## config.mk

```make
export PLATFORM = sky130hd
export DESIGN_NAME = sac_top
export DESIGN_NICKNAME = d
export VERILOG_FILES = /design/src/inc/sac_pkg.sv /design/src/inc/sac_conv_if.sv /design/src/rtl/sac_sar_core.sv /design/src/rtl/sac_top.sv
export VERILOG_INCLUDE_DIRS = /design/src /design/src/inc
export SDC_FILE = /design/constraint.sdc
export NUM_CORES = 1
export LEC_CHECK = 0
export BUFFER_PORTS_ARGS = -buffer_cell sky130_fd_sc_hd__buf_2
export CAP_MARGIN = 5
export CORE_ASPECT_RATIO = 0.6
export CORE_MARGIN = 10
export CORE_UTILIZATION = 56
export CTS_BUF_LIST = sky130_fd_sc_hd__clkbuf_16
export CTS_CLUSTER_DIAMETER = 50
export DETAILED_ROUTE_END_ITERATION = 7
export GPL_ROUTABILITY_DRIVEN = 0
export PLACE_DENSITY = 0.92
export SETUP_SLACK_MARGIN = 0.4
export SYNTH_ARGS = -nofsm -noshare
export SYNTH_HDL_FRONTEND = slang
export SYNTH_SLANG_ARGS = --single-unit
```

## constraint.sdc

```tcl
create_clock -name clk -period 2.5 [get_ports clk]
set_input_delay 0.5 -clock clk [delete_from_list [all_inputs] [get_ports clk]]
set_output_delay 0.5 -clock clk [all_outputs]
set_load 0.01 [all_outputs]
```

## src/inc/sac_consts.svh

```systemverilog
// Register map, field positions and reset values of the conversion control block
`ifndef SAC_CONSTS_SVH
`define SAC_CONSTS_SVH

// ==========================================
// Register addresses
`define SAC_ADDR_CTRL 8'hAA
`define SAC_ADDR_CFG 8'hAB
`define SAC_ADDR_CHAN 8'hAC
`define SAC_ADDR_DATA 8'hAD
`define SAC_ADDR_PORTMODE 8'hAE

// ==========================================
// Reset values
`define SAC_CTRL_RST 8'h00
`define SAC_CFG_RST 8'hF8
`define SAC_CHAN_RST 3'h0
`define SAC_PORTMODE_RST 8'hFF
`define SAC_DATA_RST 8'h00

// ==========================================
// Control register fields
`define SAC_CTRL_EN 7
`define SAC_CTRL_TM 6
`define SAC_CTRL_INT 5
`define SAC_CTRL_BUSY 4
`define SAC_CTRL_CM_HI 3
`define SAC_CTRL_CM_LO 1

// ==========================================
// Configuration and channel fields
`define SAC_CFG_DIV_HI 7
`define SAC_CFG_DIV_LO 3
`define SAC_CFG_GAIN_HI 1
`define SAC_CFG_GAIN_LO 0
`define SAC_CHAN_HI 2

// ==========================================
// Sequencing constants
`define SAC_TRACK_LAST 2'h2
`define SAC_SAR_FIRST 8'h80
`define SAC_SAR_LAST 8'h01
`define SAC_DIV_ZERO 5'h00
`define SAC_BUSY_MAX 9'h160

`endif

```

## src/inc/sac_pkg.sv

```systemverilog
// Types shared by the conversion control modules
package sac_pkg;

  typedef enum logic [2:0] {
    SAC_SRC_BUSY = 3'b000,
    SAC_SRC_TMR3 = 3'b001,
    SAC_SRC_EXT = 3'b010,
    SAC_SRC_TMR2 = 3'b011
  } sac_src_t;

  typedef enum logic [1:0] {
    SAC_IDLE = 2'b00,
    SAC_TRACK = 2'b01,
    SAC_CONV = 2'b10
  } sac_state_t;

endpackage : sac_pkg

```

## src/inc/sac_conv_if.sv

```systemverilog
// Control link between the register front end and the approximation engine
`timescale 1ns/1ns
interface sac_conv_if;
  logic start;
  logic abort;
  logic lowPowerTrack;
  logic [4:0] divisor;
  logic compIn;
  logic busy;
  logic tracking;
  logic convDone;
  logic [7:0] result;
  logic [7:0] trial;

  modport ctrl (
    output start,
    output abort,
    output lowPowerTrack,
    output divisor,
    output compIn,
    input busy,
    input tracking,
    input convDone,
    input result,
    input trial
  );

  modport core (
    input start,
    input abort,
    input lowPowerTrack,
    input divisor,
    input compIn,
    output busy,
    output tracking,
    output convDone,
    output result,
    output trial
  );
endinterface : sac_conv_if

```

## src/rtl/sac_sar_core.sv

```systemverilog
// Conversion clock divider, low-power tracking period and 8-bit approximation engine
`timescale 1ns/1ns
`include "sac_consts.svh"
module sac_sar_core (
  input wire logic clk,
  input wire logic rst_n,
  sac_conv_if.core cv
);
  sac_pkg::sac_state_t state_ff, nxt_state;
  logic [4:0] divCnt_ff;
  logic [1:0] phase_ff;
  logic [7:0] code_ff;
  logic [7:0] mask_ff;
  logic [7:0] result_ff;
  logic done_ff;
  wire active = (state_ff != sac_pkg::SAC_IDLE);
  wire sarTick = active && (divCnt_ff == cv.divisor); // RQ4
  wire lastBit = (mask_ff == `SAC_SAR_LAST);
  // Comparator high means the input is above the trial code, so the bit stays
  wire [7:0] keptCode = cv.compIn ? code_ff : (code_ff & ~mask_ff);
  wire [7:0] nxtMask = mask_ff >> 1;

  // ==========================================
  // Sequencer
  always_comb begin
    nxt_state = state_ff;
    unique case (state_ff)
      sac_pkg::SAC_IDLE: begin
        if (cv.start) begin
          nxt_state = cv.lowPowerTrack ? sac_pkg::SAC_TRACK : sac_pkg::SAC_CONV; // RQ13
        end
      end
      sac_pkg::SAC_TRACK: begin
        if (sarTick && phase_ff == `SAC_TRACK_LAST) begin
          nxt_state = sac_pkg::SAC_CONV; // RQ13
        end
      end
      sac_pkg::SAC_CONV: begin
        if (sarTick && lastBit) begin
          nxt_state = sac_pkg::SAC_IDLE;
        end
      end
      default: nxt_state = sac_pkg::SAC_IDLE;
    endcase
    if (cv.abort) begin
      nxt_state = sac_pkg::SAC_IDLE; // RQ1
    end
  end

  always_ff @(posedge clk) begin
    if (!rst_n) begin
      state_ff <= sac_pkg::SAC_IDLE;
      divCnt_ff <= `SAC_DIV_ZERO;
      phase_ff <= 2'h0;
      code_ff <= `SAC_SAR_FIRST;
      mask_ff <= `SAC_SAR_FIRST;
      result_ff <= `SAC_DATA_RST;
      done_ff <= 1'b0;
    end else begin
      state_ff <= nxt_state;
      divCnt_ff <= (!active || sarTick) ? `SAC_DIV_ZERO : divCnt_ff + 5'h01; // RQ4
      done_ff <= !cv.abort && state_ff == sac_pkg::SAC_CONV && sarTick && lastBit;
      if (state_ff != sac_pkg::SAC_CONV) begin
        code_ff <= `SAC_SAR_FIRST;
        mask_ff <= `SAC_SAR_FIRST;
      end else if (sarTick) begin
        code_ff <= keptCode | nxtMask;
        mask_ff <= nxtMask;
        if (lastBit && !cv.abort) begin
          result_ff <= keptCode; // RQ10
        end
      end
      phase_ff <= (state_ff != sac_pkg::SAC_TRACK) ? 2'h0 : phase_ff + {1'b0, sarTick};
    end
  end

  assign cv.busy = active; // RQ8
  assign cv.tracking = (state_ff == sac_pkg::SAC_TRACK);
  assign cv.convDone = done_ff;
  assign cv.result = result_ff;
  assign cv.trial = code_ff;

  // ==========================================
  // Checks
  a_track_three_ticks: assert property (@(posedge clk) disable iff (!rst_n) // RQ13
    (state_ff == sac_pkg::SAC_TRACK && sarTick && phase_ff == `SAC_TRACK_LAST && !cv.abort)
      |=> state_ff == sac_pkg::SAC_CONV)
    else $error("tracking did not hand over after three conversion clocks");
  a_divider_gap: assert property (@(posedge clk) disable iff (!rst_n) // RQ4
    (sarTick && cv.divisor == 5'h03 && $stable(cv.divisor)) |=> !sarTick ##1 !sarTick ##1 (!sarTick || !active))
    else $error("conversion clock came early for divisor three");
endmodule : sac_sar_core

```

## src/rtl/sac_top.sv

```systemverilog
// Register front end, start selection and tracking control of the 8-bit converter
// Overview of operation
// RQ1 - Converter, hold and amplifier run only while the enable bit is one
// RQ2 - Eight input channels, chosen by the channel select register
// RQ3 - Gain field selects 0.5, 1, 2 or 4; reset gives 0.5
// RQ4 - Conversion clock is system clock divided by divisor field plus one
// RQ5 - Software keeps the conversion clock at or below 6 MHz
// RQ6 - Trigger sources never request more than 500 ksps
// RQ7 - One of five start sources starts a conversion, per start-mode field
// RQ8 - Busy bit reads one for the whole conversion, zero after
// RQ9 - Busy falling sets the done flag and, if enabled, an interrupt request
// RQ10 - The 8-bit result becomes readable in the data register on completion
// RQ11 - Software clears flag, writes busy, polls flag, then reads result
// RQ12 - Track mode zero tracks continuously except during a conversion
// RQ13 - Track mode one tracks three conversion clocks after a start, then converts
// RQ14 - Low-power with external start tracks while pin low, converts on rise
// RQ15 - Tracking can be shut off while the chip is in standby or sleep
// RQ16 - Pins with input-mode bit zero are analog and skipped by the crossbar
// RQ17 - Start codes: 000 busy, 001 timer3, 010 pin, 011 timer2, 1xx companion
// RQ18 - Hardware never clears the done flag; software writes zero
// RQ19 - Gain codes: 00 is 0.5, 01 is 1, 10 is 2, 11 is 4
// RQ20 - Starts arriving while tracking or converting are ignored
//
// Implementation choices: the address map and the address-and-strobe port.
`timescale 1ns/1ns
`include "sac_consts.svh"
module sac_top (
  input wire logic clk,
  input wire logic rst_n,
  input wire logic [7:0] regAddr,
  input wire logic [7:0] regWrData,
  input wire logic regWr,
  input wire logic regRd,
  output logic [7:0] regRdData,
  input wire logic timer3Overflow,
  input wire logic timer2Overflow,
  input wire logic companionStartWrite,
  input wire logic extConvStartPin,
  input wire logic chipStandby,
  input wire logic comparatorOut,
  input wire logic irqEnable,
  output logic convIrq,
  output logic converterPowerOn,
  output logic trackEnable,
  output logic [2:0] muxChannel,
  output logic [1:0] gainSel,
  output logic [7:0] sarTrialCode,
  output logic [7:0] analogPinMask
);
  sac_conv_if cv ();

  logic [7:0] ctrl_ff;
  logic [7:0] cfg_ff;
  logic [2:0] chan_ff;
  logic [7:0] portMode_ff;
  logic doneFlag_ff, nxt_doneFlag;
  logic [7:0] rdData_ff, nxt_rdData;
  logic irq_ff;
  logic trackEn_ff, nxt_trackEn;
  logic pinS1_ff, pinS2_ff, pinS3_ff;
  logic pinStable_ff;

  // ==========================================
  // Address decode
  wire selCtrl = (regAddr == `SAC_ADDR_CTRL);
  wire selCfg = (regAddr == `SAC_ADDR_CFG);
  wire selChan = (regAddr == `SAC_ADDR_CHAN);
  wire selData = (regAddr == `SAC_ADDR_DATA);
  wire selPort = (regAddr == `SAC_ADDR_PORTMODE);
  wire wrCtrl = regWr && selCtrl;

  // ==========================================
  // Control fields
  wire enabled = ctrl_ff[`SAC_CTRL_EN];
  wire lowPowerMode = ctrl_ff[`SAC_CTRL_TM];
  wire [2:0] startMode = ctrl_ff[`SAC_CTRL_CM_HI:`SAC_CTRL_CM_LO];
  wire [2:0] wrStartMode = regWrData[`SAC_CTRL_CM_HI:`SAC_CTRL_CM_LO];
  wire extMode = (startMode == sac_pkg::SAC_SRC_EXT);

  // ==========================================
  // External start pin: three stages, a level counts once stages two and three agree
  always_ff @(posedge clk) begin
    if (!rst_n) begin
      pinS1_ff <= 1'b0;
      pinS2_ff <= 1'b0;
      pinS3_ff <= 1'b0;
      pinStable_ff <= 1'b0;
    end else begin
      pinS1_ff <= extConvStartPin;
      pinS2_ff <= pinS1_ff;
      pinS3_ff <= pinS2_ff;
      if (pinS2_ff == pinS3_ff) begin
        pinStable_ff <= pinS3_ff;
      end
    end
  end
  wire pinRise = pinS2_ff && pinS3_ff && !pinStable_ff;

  // ==========================================
  // Start source selection
  // The busy-bit start follows the mode being written in the same cycle, so one write
  // can select software mode and start.
  wire softStart = wrCtrl && regWrData[`SAC_CTRL_BUSY] && regWrData[`SAC_CTRL_EN]
    && (wrStartMode == sac_pkg::SAC_SRC_BUSY); // RQ7 RQ17
  wire tmr3Start = (startMode == sac_pkg::SAC_SRC_TMR3) && timer3Overflow; // RQ17
  wire extStart = extMode && pinRise; // RQ17
  wire tmr2Start = (startMode == sac_pkg::SAC_SRC_TMR2) && timer2Overflow; // RQ17
  wire compStart = startMode[2] && companionStartWrite; // RQ17
  wire srcEvent = softStart || tmr3Start || extStart || tmr2Start || compStart; // RQ7
  // Starts during a running sequence are dropped so the active result is not corrupted
  wire startReq = enabled && !cv.busy && srcEvent; // RQ20 RQ1

  assign cv.start = startReq;
  assign cv.abort = !enabled; // RQ1
  // The pin's low phase already served as the tracking time in external low-power mode
  assign cv.lowPowerTrack = lowPowerMode && !extMode; // RQ13 RQ14
  assign cv.divisor = cfg_ff[`SAC_CFG_DIV_HI:`SAC_CFG_DIV_LO]; // RQ4
  assign cv.compIn = comparatorOut;

  sac_sar_core uCore (
    .clk(clk),
    .rst_n(rst_n),
    .cv(cv)
  );

  // ==========================================
  // Done flag: hardware sets, only software clears; a set wins over a same-cycle clear
  always_comb begin
    nxt_doneFlag = doneFlag_ff;
    if (wrCtrl) begin
      nxt_doneFlag = regWrData[`SAC_CTRL_INT]; // RQ18
    end
    if (cv.convDone) begin
      nxt_doneFlag = 1'b1; // RQ9
    end
  end

  // ==========================================
  // Tracking control
  always_comb begin
    nxt_trackEn = 1'b0;
    if (enabled && !chipStandby) begin // RQ1 RQ15
      if (lowPowerMode) begin
        nxt_trackEn = cv.tracking || (extMode && !pinStable_ff && !cv.busy); // RQ13 RQ14
      end else begin
        nxt_trackEn = !cv.busy; // RQ12
      end
    end
  end

  // ==========================================
  // Read path
  always_comb begin
    nxt_rdData = 8'h00;
    if (regRd) begin
      if (selCtrl) begin
        nxt_rdData = {ctrl_ff[7:6], doneFlag_ff, cv.busy, ctrl_ff[3:1], 1'b0}; // RQ8
      end else if (selCfg) begin
        nxt_rdData = {cfg_ff[7:3], 1'b0, cfg_ff[1:0]};
      end else if (selChan) begin
        nxt_rdData = {5'h00, chan_ff};
      end else if (selData) begin
        nxt_rdData = cv.result; // RQ10
      end else if (selPort) begin
        nxt_rdData = portMode_ff;
      end
    end
  end

  // ==========================================
  // Registers
  always_ff @(posedge clk) begin
    if (!rst_n) begin
      ctrl_ff <= `SAC_CTRL_RST;
      cfg_ff <= `SAC_CFG_RST; // RQ3
      chan_ff <= `SAC_CHAN_RST;
      portMode_ff <= `SAC_PORTMODE_RST;
    end else begin
      if (wrCtrl) begin
        ctrl_ff <= {regWrData[7:6], 2'b00, regWrData[3:1], 1'b0};
      end
      if (regWr && selCfg) begin
        cfg_ff <= {regWrData[7:3], 1'b0, regWrData[1:0]}; // RQ4 RQ19
      end
      if (regWr && selChan) begin
        chan_ff <= regWrData[`SAC_CHAN_HI:0]; // RQ2
      end
      if (regWr && selPort) begin
        portMode_ff <= regWrData; // RQ16
      end
    end
  end

  always_ff @(posedge clk) begin
    if (!rst_n) begin
      doneFlag_ff <= 1'b0;
      rdData_ff <= 8'h00;
      irq_ff <= 1'b0;
      trackEn_ff <= 1'b0;
    end else begin
      doneFlag_ff <= nxt_doneFlag;
      rdData_ff <= nxt_rdData;
      irq_ff <= cv.convDone && irqEnable; // RQ9
      trackEn_ff <= nxt_trackEn;
    end
  end

  // ==========================================
  // Outputs
  assign regRdData = rdData_ff;
  assign convIrq = irq_ff;
  assign converterPowerOn = enabled; // RQ1
  assign trackEnable = trackEn_ff;
  assign muxChannel = chan_ff; // RQ2
  assign gainSel = cfg_ff[`SAC_CFG_GAIN_HI:`SAC_CFG_GAIN_LO]; // RQ3 RQ19
  assign sarTrialCode = cv.trial;
  assign analogPinMask = ~portMode_ff; // RQ16

  // ==========================================
  // Busy length watch: eleven periods of the slowest conversion clock is the longest legal run
  logic [8:0] busyCnt_ff;
  always_ff @(posedge clk) begin
    if (!rst_n || !cv.busy) begin
      busyCnt_ff <= 9'h000;
    end else begin
      busyCnt_ff <= busyCnt_ff + 9'h001;
    end
  end

  // ==========================================
  // Checks
  a_done_sets_flag: assert property (@(posedge clk) disable iff (!rst_n) // RQ9
    cv.convDone |=> doneFlag_ff && $past(cv.busy, 2))
    else $error("done flag not set after conversion end");
  a_flag_stays_set: assert property (@(posedge clk) disable iff (!rst_n) // RQ18
    (doneFlag_ff && !wrCtrl) |=> doneFlag_ff)
    else $error("done flag cleared without a software write");
  a_irq_follows_done: assert property (@(posedge clk) disable iff (!rst_n) // RQ9
    (cv.convDone && irqEnable) |=> convIrq ##1 !convIrq)
    else $error("interrupt request missing or too long");
  a_no_restart: assert property (@(posedge clk) disable iff (!rst_n) // RQ20
    (cv.busy && srcEvent && enabled) |=> $stable(cv.trial) || cv.busy)
    else $error("start while busy disturbed the conversion");
  a_soft_start_busy: assert property (@(posedge clk) disable iff (!rst_n) // RQ7
    (softStart && enabled && !cv.busy) |=> cv.busy)
    else $error("busy-bit write did not start a conversion");
  a_shutdown_quiet: assert property (@(posedge clk) disable iff (!rst_n) // RQ1
    (!enabled) |=> !cv.busy ##0 !trackEnable)
    else $error("converter active while disabled");
  a_normal_track: assert property (@(posedge clk) disable iff (!rst_n) // RQ12
    (enabled && !lowPowerMode && !chipStandby) |=> trackEnable == !$past(cv.busy))
    else $error("normal tracking not continuous outside conversion");
  a_ext_lowpower: assert property (@(posedge clk) disable iff (!rst_n) // RQ14
    (enabled && lowPowerMode && extMode && !cv.busy && !chipStandby && !pinStable_ff) |=> trackEnable)
    else $error("no tracking while start pin low");
  a_standby_off: assert property (@(posedge clk) disable iff (!rst_n) // RQ15
    chipStandby |=> !trackEnable)
    else $error("tracking during standby");
  a_lp_enters_track: assert property (@(posedge clk) disable iff (!rst_n) // RQ13
    (startReq && cv.lowPowerTrack) |=> cv.tracking [*2])
    else $error("low-power start skipped the tracking period");
  a_busy_bounded: assert property (@(posedge clk) disable iff (!rst_n) // RQ8
    busyCnt_ff < `SAC_BUSY_MAX)
    else $error("busy stood longer than the longest conversion");
  a_busy_fall_done: assert property (@(posedge clk) disable iff (!rst_n) // RQ8 RQ9
    ($fell(cv.busy) && $past(enabled)) |-> cv.convDone)
    else $error("busy fell without completing");
  a_done_after_busy: assert property (@(posedge clk) disable iff (!rst_n) // RQ9
    cv.convDone |-> (!cv.busy && $past(cv.busy)))
    else $error("completion without a falling busy");
  a_result_only_done: assert property (@(posedge clk) disable iff (!rst_n) // RQ10
    $changed(cv.result) |-> cv.convDone)
    else $error("result changed outside a completion");
  a_busy_readback: assert property (@(posedge clk) disable iff (!rst_n) // RQ8
    (regRd && selCtrl) |=> regRdData[`SAC_CTRL_BUSY] == $past(cv.busy))
    else $error("busy bit read back wrong");
  a_power_write: assert property (@(posedge clk) disable iff (!rst_n) // RQ1
    wrCtrl |=> converterPowerOn == $past(regWrData[`SAC_CTRL_EN]))
    else $error("enable write not applied");
  a_gain_write: assert property (@(posedge clk) disable iff (!rst_n) // RQ3 RQ19
    (regWr && selCfg) |=> gainSel == $past(regWrData[`SAC_CFG_GAIN_HI:`SAC_CFG_GAIN_LO]))
    else $error("gain write not applied");
  a_channel_write: assert property (@(posedge clk) disable iff (!rst_n) // RQ2
    (regWr && selChan) |=> muxChannel == $past(regWrData[`SAC_CHAN_HI:0]))
    else $error("channel write not applied");
  a_pin_mask_write: assert property (@(posedge clk) disable iff (!rst_n) // RQ16
    (regWr && selPort) |=> analogPinMask == ~$past(regWrData))
    else $error("analog pin mask does not follow the input mode write");
  a_tmr3_start: assert property (@(posedge clk) disable iff (!rst_n) // RQ7 RQ17
    (enabled && !cv.busy && startMode == sac_pkg::SAC_SRC_TMR3 && timer3Overflow) |=> cv.busy)
    else $error("timer 3 overflow did not start");
  a_tmr2_start: assert property (@(posedge clk) disable iff (!rst_n) // RQ7 RQ17
    (enabled && !cv.busy && startMode == sac_pkg::SAC_SRC_TMR2 && timer2Overflow) |=> cv.busy)
    else $error("timer 2 overflow did not start");
  a_comp_start: assert property (@(posedge clk) disable iff (!rst_n) // RQ7 RQ17
    (enabled && !cv.busy && startMode[2] && companionStartWrite) |=> cv.busy)
    else $error("companion start did not start");
  a_pin_start: assert property (@(posedge clk) disable iff (!rst_n) // RQ14 RQ17
    (enabled && !cv.busy && extMode && pinRise) |=> cv.busy && !cv.tracking)
    else $error("pin rise did not begin a conversion");
  a_idle_no_event: assert property (@(posedge clk) disable iff (!rst_n) // RQ7 RQ20
    (!cv.busy && !srcEvent) |=> !cv.busy)
    else $error("conversion began without a selected start event");
  a_lp_track_follow: assert property (@(posedge clk) disable iff (!rst_n) // RQ13
    (enabled && lowPowerMode && !extMode && !chipStandby) |=> trackEnable == $past(cv.tracking))
    else $error("low-power tracking outside the tracking period");
endmodule : sac_top

```

== After elaboration in Yosys (flattened, before gate mapping) ==
Index checks and enable logic that the tools add are counted.

* Add/sub/neg operators: 2
* Equality and inequality tests: 19
* Multiplexer cells: 14
* Bitwise gates (word level): 7
* Reduce and logical (&&, ||, !) cells: 50

{| class="wikitable"
|+ Operators by type and width
! kind !! number
|-
| 8-bit two-way mux || 6
|-
| 8-bit equality test, second input constant || 5
|-
| 1-bit logical AND || 27
|-
| 8-bit inverter || 2
|-
| 8-bit AND || 1
|-
| 8-bit by 1-bit equality test with 1-bit output, second input constant || 1
|-
| 2-bit two-way mux || 4
|-
| 8-bit by 7-bit OR with 8-bit output || 1
|-
| 3-bit by 2-bit equality test with 1-bit output, second input constant || 2
|-
| 1-bit logical OR || 6
|-
| 2-bit by 1-bit inequality test with 1-bit output, second input constant || 3
|-
| 2-bit one-hot mux with 3 select lines || 1
|-
| 2-bit AND reduction || 3
|-
| 3-bit AND reduction || 2
|-
| 2-bit OR reduction || 3
|-
| 5-bit by 1-bit adder with 5-bit output, second input constant || 1
|-
| 5-bit equality test || 1
|-
| 2-bit equality test, second input constant || 2
|-
| 1-bit logical NOT || 4
|-
| 2-bit inequality test, second input constant || 2
|-
| 2-bit nonzero test || 2
|-
| 3-bit by 1-bit equality test with 1-bit output, second input constant || 1
|-
| 3-bit logical NOT || 1
|-
| 1-bit two-way mux || 3
|-
| other kinds (6) || 8
|}

* Bits in registers: 72
* Output and inout bits: 32

== Longest topological paths before layout ==
* Word-level depth: 12
* Depth in mapped cells: 8

== Cells and area by module ==
From an unflattened synthesis, not the netlist that was laid out.

* Cells, all modules: 352
* Area total of the unflattened synthesis: 3288.2 um^2

{| class="wikitable"
|+ By module, submodules not included
! module !! instances !! cells an instance !! area an instance (um^2)
|-
| sac_top || 1 || 197 || 1789.2
|-
| sac_sar_core || 1 || 155 || 1498.9
|}

== Least setup slack after synthesis ==
Ideal clock, no wire load.

* Kind: input port to flip-flop
* Start: in regAddr[6]
* End: reg doneFlag_ff
* Library setup time: 0.115 ns
* Arrival time: 1.685 ns
* Setup slack: 0.700 ns
* Stages: 6
* Cells stage by stage: and4bb_1 and2_4 and3_4 buf_6 mux2_4 o21a_1

* Longest elaborated chain between the ends: 3

{| class="wikitable"
|+ RTL lines
! element !! RTL line !! text
|-
| from (decl) || sac_top.sv:30 || <nowiki>input wire logic [7:0] regAddr,</nowiki>
|-
| 8-bit equality test (no line) || n/a ||
|-
| 1-bit logical AND || sac_top.sv:70 || <nowiki>wire wrCtrl = regWr && selCtrl;</nowiki>
|-
| 2-bit nonzero test (no line) || n/a ||
|-
| to (signal assigned) || sac_top.sv:201 || <nowiki>doneFlag_ff <= nxt_doneFlag;</nowiki>
|-
| to (decl) || sac_top.sv:56 || <nowiki>logic doneFlag_ff, nxt_doneFlag;</nowiki>
|}

Every way passes these cells.
A chain may end at the register's enable or synchronous reset.

== Final worst setup path ==
* Start: reg uCore.state_ff[0]
* End: reg uCore.phase_ff[1]

* Longest elaborated chain between the ends: 3
* Elaborated cells between the ends (all ways): 5

{| class="wikitable"
|+ RTL lines
! element !! RTL line !! text
|-
| from (decl) || sac_sar_core.sv:9 || <nowiki>sac_pkg::sac_state_t state_ff, nxt_state;</nowiki>
|-
| from (signal assigned) || sac_sar_core.sv:52 || <nowiki>state_ff <= sac_pkg::SAC_IDLE;</nowiki>
|-
| from (signal assigned) || sac_sar_core.sv:60 || <nowiki>state_ff <= nxt_state;</nowiki>
|-
| 2-bit nonzero test || sac_sar_core.sv:16 || <nowiki>wire active = (state_ff != sac_pkg::SAC_IDLE);</nowiki>
|-
| 1-bit logical AND || sac_sar_core.sv:17 || <nowiki>wire sarTick = active && (divCnt_ff == cv.divisor);</nowiki>
|-
| named net uCore.sarTick || sac_sar_core.sv:17 ||
|-
| 2-bit by 1-bit adder with 2-bit output || sac_sar_core.sv:73 || <nowiki>phase_ff <= (state_ff != sac_pkg::SAC_TRACK) ? 2'h0 : phase_ff + {1'b0, sarTick};</nowiki>
|-
| to (signal assigned) || sac_sar_core.sv:73 ||
|-
| to (decl) || sac_sar_core.sv:11 || <nowiki>logic [1:0] phase_ff;</nowiki>
|}

The timed path passes the listed nets, and every way through them passes these cells.

==> flow_summary.toml <==
[floorplanning]
die_area_sq_um = 9310
initial_utilization_pct = 58.0
design.core.area_sq_um = 5570
chipHeight_microns = 78.8
fp.dieW_microns = 118
rows = 21
ioPinCount = 59

[timing]
fmax_mhz = 537
hold_viol = 0
clock_skew_ns = 0.00641
rsz0062_at_grt = "no"
setup_tns_ns = 0
finalSetupViolCount = 0
worst_pin_slew_ns = 0.507
finalCritPeriodShare_pct = 74.5
min_period_ns = 1.86
slew_viol_final = 0
max_slew_margin_pct = 66.1

[finish]
nFillCells = 425
area_growth_pct = 19.1
finalNetCount = 441
register_area_sq_um = 1440
drive_gt1_share_pct = 22.7
multiInputGateArea_sq_um = 1630
insertedDiodeCount = 0

[logic_synthesis]
yosysWarnings = 0
syn_area_per_cell_sq_um = 9.10
ys.flop_type = "dfxtp_1"
synth_xor_area_share_pct = 2.44
syn-num-nets = 385
synth_compound_area_share_pct = 14.1
synthCells = 355
synth_edf_count = 0
muxShareOfSynthArea_pct = 9.53
synth_simple_gate_area_share_pct = 23.4
synth_cell_types = 51
synth_seq_area_share_pct = 44.6
synth_top_family_by_area = "simple AND/OR/NAND/NOR gates"
synth-adder-area-share_pct = 1.16
syn_area_sq_um = 3230
synthArstFlopShare_pct = 0
ys_ff_latch = 72

[setup_path]
path_max_fanout = 19
cp-end-kind = "flop"
required_ns = 2.72
crit_type = "reg2reg"
start_kind = "flop"
cp_num_buf_inv = 2
r2r_cells = 7
worst-path-stages = 7
cp_top_family = "simple AND/OR/NAND/NOR gates"
cp_cell_sequence = "or2_2 -> nand3_2 -> buf_4 -> inv_2 -> ha_1 -> xor2_1 -> and3_1"
cp_data_arrival_time_ns = 2.08
cp_slowest_stage_delay_ns = 0.39
cp_slowest_cell = "or2_2"

[cts]
cts.sinks = 72
max-clock-path-buffers = 2
cts_max_level = 3
path_clk_slew_ns = 0.05
clk_latency_ns = 0.33
cts_buffers = 9
postCtsHoldBufs = 0
cts.repair.resized = 0
cts_tree = "built"
cts_setup_buffers = 0
cts_root_buffer = "clkbuf_16"

[grt]
gr-total-overflow = 0
grt_pass1_wl_microns = 13700
use_met2_pct = 28.1
grtUsageMet1_pct = 22.4
antenna_found_initial = 0
grt_usage_pct = 17.9
grt_max_degree = 20
grt_pass1_vias = 2688
met3_usage_pct = 7.06
top_usage_layer = "met2"

[routing]
drt_pass1_iterations = 5
dr_total_vias = 2821
route.detailed.drc = 0
drt-total-wl_microns = 8310
wl_per_cell_microns = 16.8
routed_via_density = 5.70
drt_iter0_drc = 231
final_antenna_net_count = 0

[power_and_ir_drop]
cellLeakagePower_uw = 0.00166
fin_total_pwr_uw = 2540
irDropWorstVdd_v = 0.000506
p_per_area_nw_per_um2 = 661

[hold_path]
min_path_cells = 2
min_path_type = "in2reg"

[placement]
dpl.hpwl_microns = 6050
io_buffers = 58

[outcome]
status = "finished, final reports clean"

[job]
maxCapViolations = 0
[flip-flops by register name (all words and copies together), names as in the netlist, 3 cells and up]
register         cells
cfg_ff               7
ctrl_ff              5
muxChannel           3
portMode_ff          8
regRdData            8
uCore.cv.result      8
uCore.cv.trial       8
uCore.divCnt_ff      5
uCore.mask_ff        8
[layout make-up]
type | instances | area share (%)
Multi-Input combinational cell | 253 | 42.5
Inverter | 13 | 1.27
Timing Repair Buffer | 62 | 8.33
Clock inverter | 6 | 1.98
Clock buffer | 9 | 5.86
Tap cell | 80 | 2.60
Sequential cell | 72 | 37.5
[cell usage after synthesis, types with 3 or more instances]
| master | count | area, sq um |
|---|---|---|
| buf_4 | 5 | 37.5 |
| a22oi_1 | 7 | 52.6 |
| nand2_1 | 51 | 191 |
| a21oi_1 | 20 | 100 |
| o21ai_0 | 23 | 115 |
| nor3_1 | 4 | 20.0 |
| buf_6 | 3 | 33.8 |
| nand2b_1 | 14 | 87.6 |
| and3_1 | 4 | 25.0 |
| inv_1 | 12 | 45.0 |
| nor2_1 | 22 | 82.6 |
| ha_1 | 3 | 37.5 |
| nor2b_1 | 16 | 100 |
| nand3_1 | 6 | 30.0 |
| xor2_1 | 3 | 26.3 |
| xnor2_1 | 6 | 52.6 |
| and2_1 | 4 | 25.0 |
| dfxtp_1 | 72 | 1440 |
| clkbuf_1 | 8 | 30.0 |
| mux2i_1 | 27 | 270 |
| o22ai_2 | 7 | 87.6 |
[worst paths after layout]
kind	slack (ns)	start	end
min	0.33	chipStandby	trackEnable$_SDFF_PN0_
min reg2reg	0.43	pinS1_ff$_SDFF_PN0_	pinS2_ff$_SDFF_PN0_
max	0.64	uCore.state_ff[0]$_SDFFE_PN0P_	uCore.phase_ff[1]$_SDFF_PP0_
max reg2reg	0.64	uCore.state_ff[0]$_SDFFE_PN0P_	uCore.phase_ff[1]$_SDFF_PP0_
[cell families (layout without fill, tap and decap cells)]
logic type               Yosys count  after routing
AO/OA/AOI/OAI                     69             69
XOR/XNOR                           9              9
adder cells (fa/ha/maj)            3              3
buffers and inverters             30             90
flip-flops                        72             72
multiplexers                      30             30
AND/OR/NAND/NOR                  142            142
[layout by cell type, fill, tap and decap left out, types with 3 or more instances in the layout]
| cell | Yosys | routed |
|---|---|---|
| and3_1 | 4 | 4 |
| a21oi_1 | 20 | 20 |
| buf_2 | 1 | 58 |
| buf_4 | 5 | 4 |
| and2_1 | 4 | 4 |
| o22ai_2 | 7 | 7 |
| xor2_1 | 3 | 3 |
| nor2b_1 | 16 | 16 |
| nand2_1 | 51 | 51 |
| inv_1 | 12 | 13 |
| nand2b_1 | 14 | 14 |
| ha_1 | 3 | 3 |
| a22oi_1 | 7 | 7 |
| clkbuf_16 | 0 | 9 |
| xnor2_1 | 6 | 6 |
| nand3_1 | 6 | 6 |
| o21ai_0 | 23 | 23 |
| dfxtp_1 | 72 | 72 |
| mux2i_1 | 27 | 27 |
| nor3_1 | 4 | 4 |
| nor2_1 | 22 | 22 |
[where the power goes]
group / internal (uW) / switching, uW / total (uW)
combinational: 38.1 / 53.7 / 91.8
clock: 854 / 444 / 1300
sequential: 1150 / 1.44 / 1150
[through the flow]
stage | hold WS, ns | instances | area (sq um) | utilization, % | setup WS, ns
2_1_floorplan | 0.412 | 355 | 3230 | - | 0.700
3_3_place_gp | 0.420 | 480 | 3540 | 63.6 | 0.568
3_5_place_dp | 0.430 | 480 | 3540 | 63.6 | 0.504
4_1_cts | 0.328 | 495 | 3850 | 69.0 | 0.652
5_1_grt | 0.334 | 495 | 3850 | 69.0 | 0.556
6_report | 0.333 | 495 | 3850 | 69.0 | 0.637
[per-layer routing]
layer	wire, microns	share of wire, %
met1	3620	44
met2	3660	44
met3	873	11
met4	159	1.9
met5	0	0
Note: power is estimated with default switching activity, not from simulation.
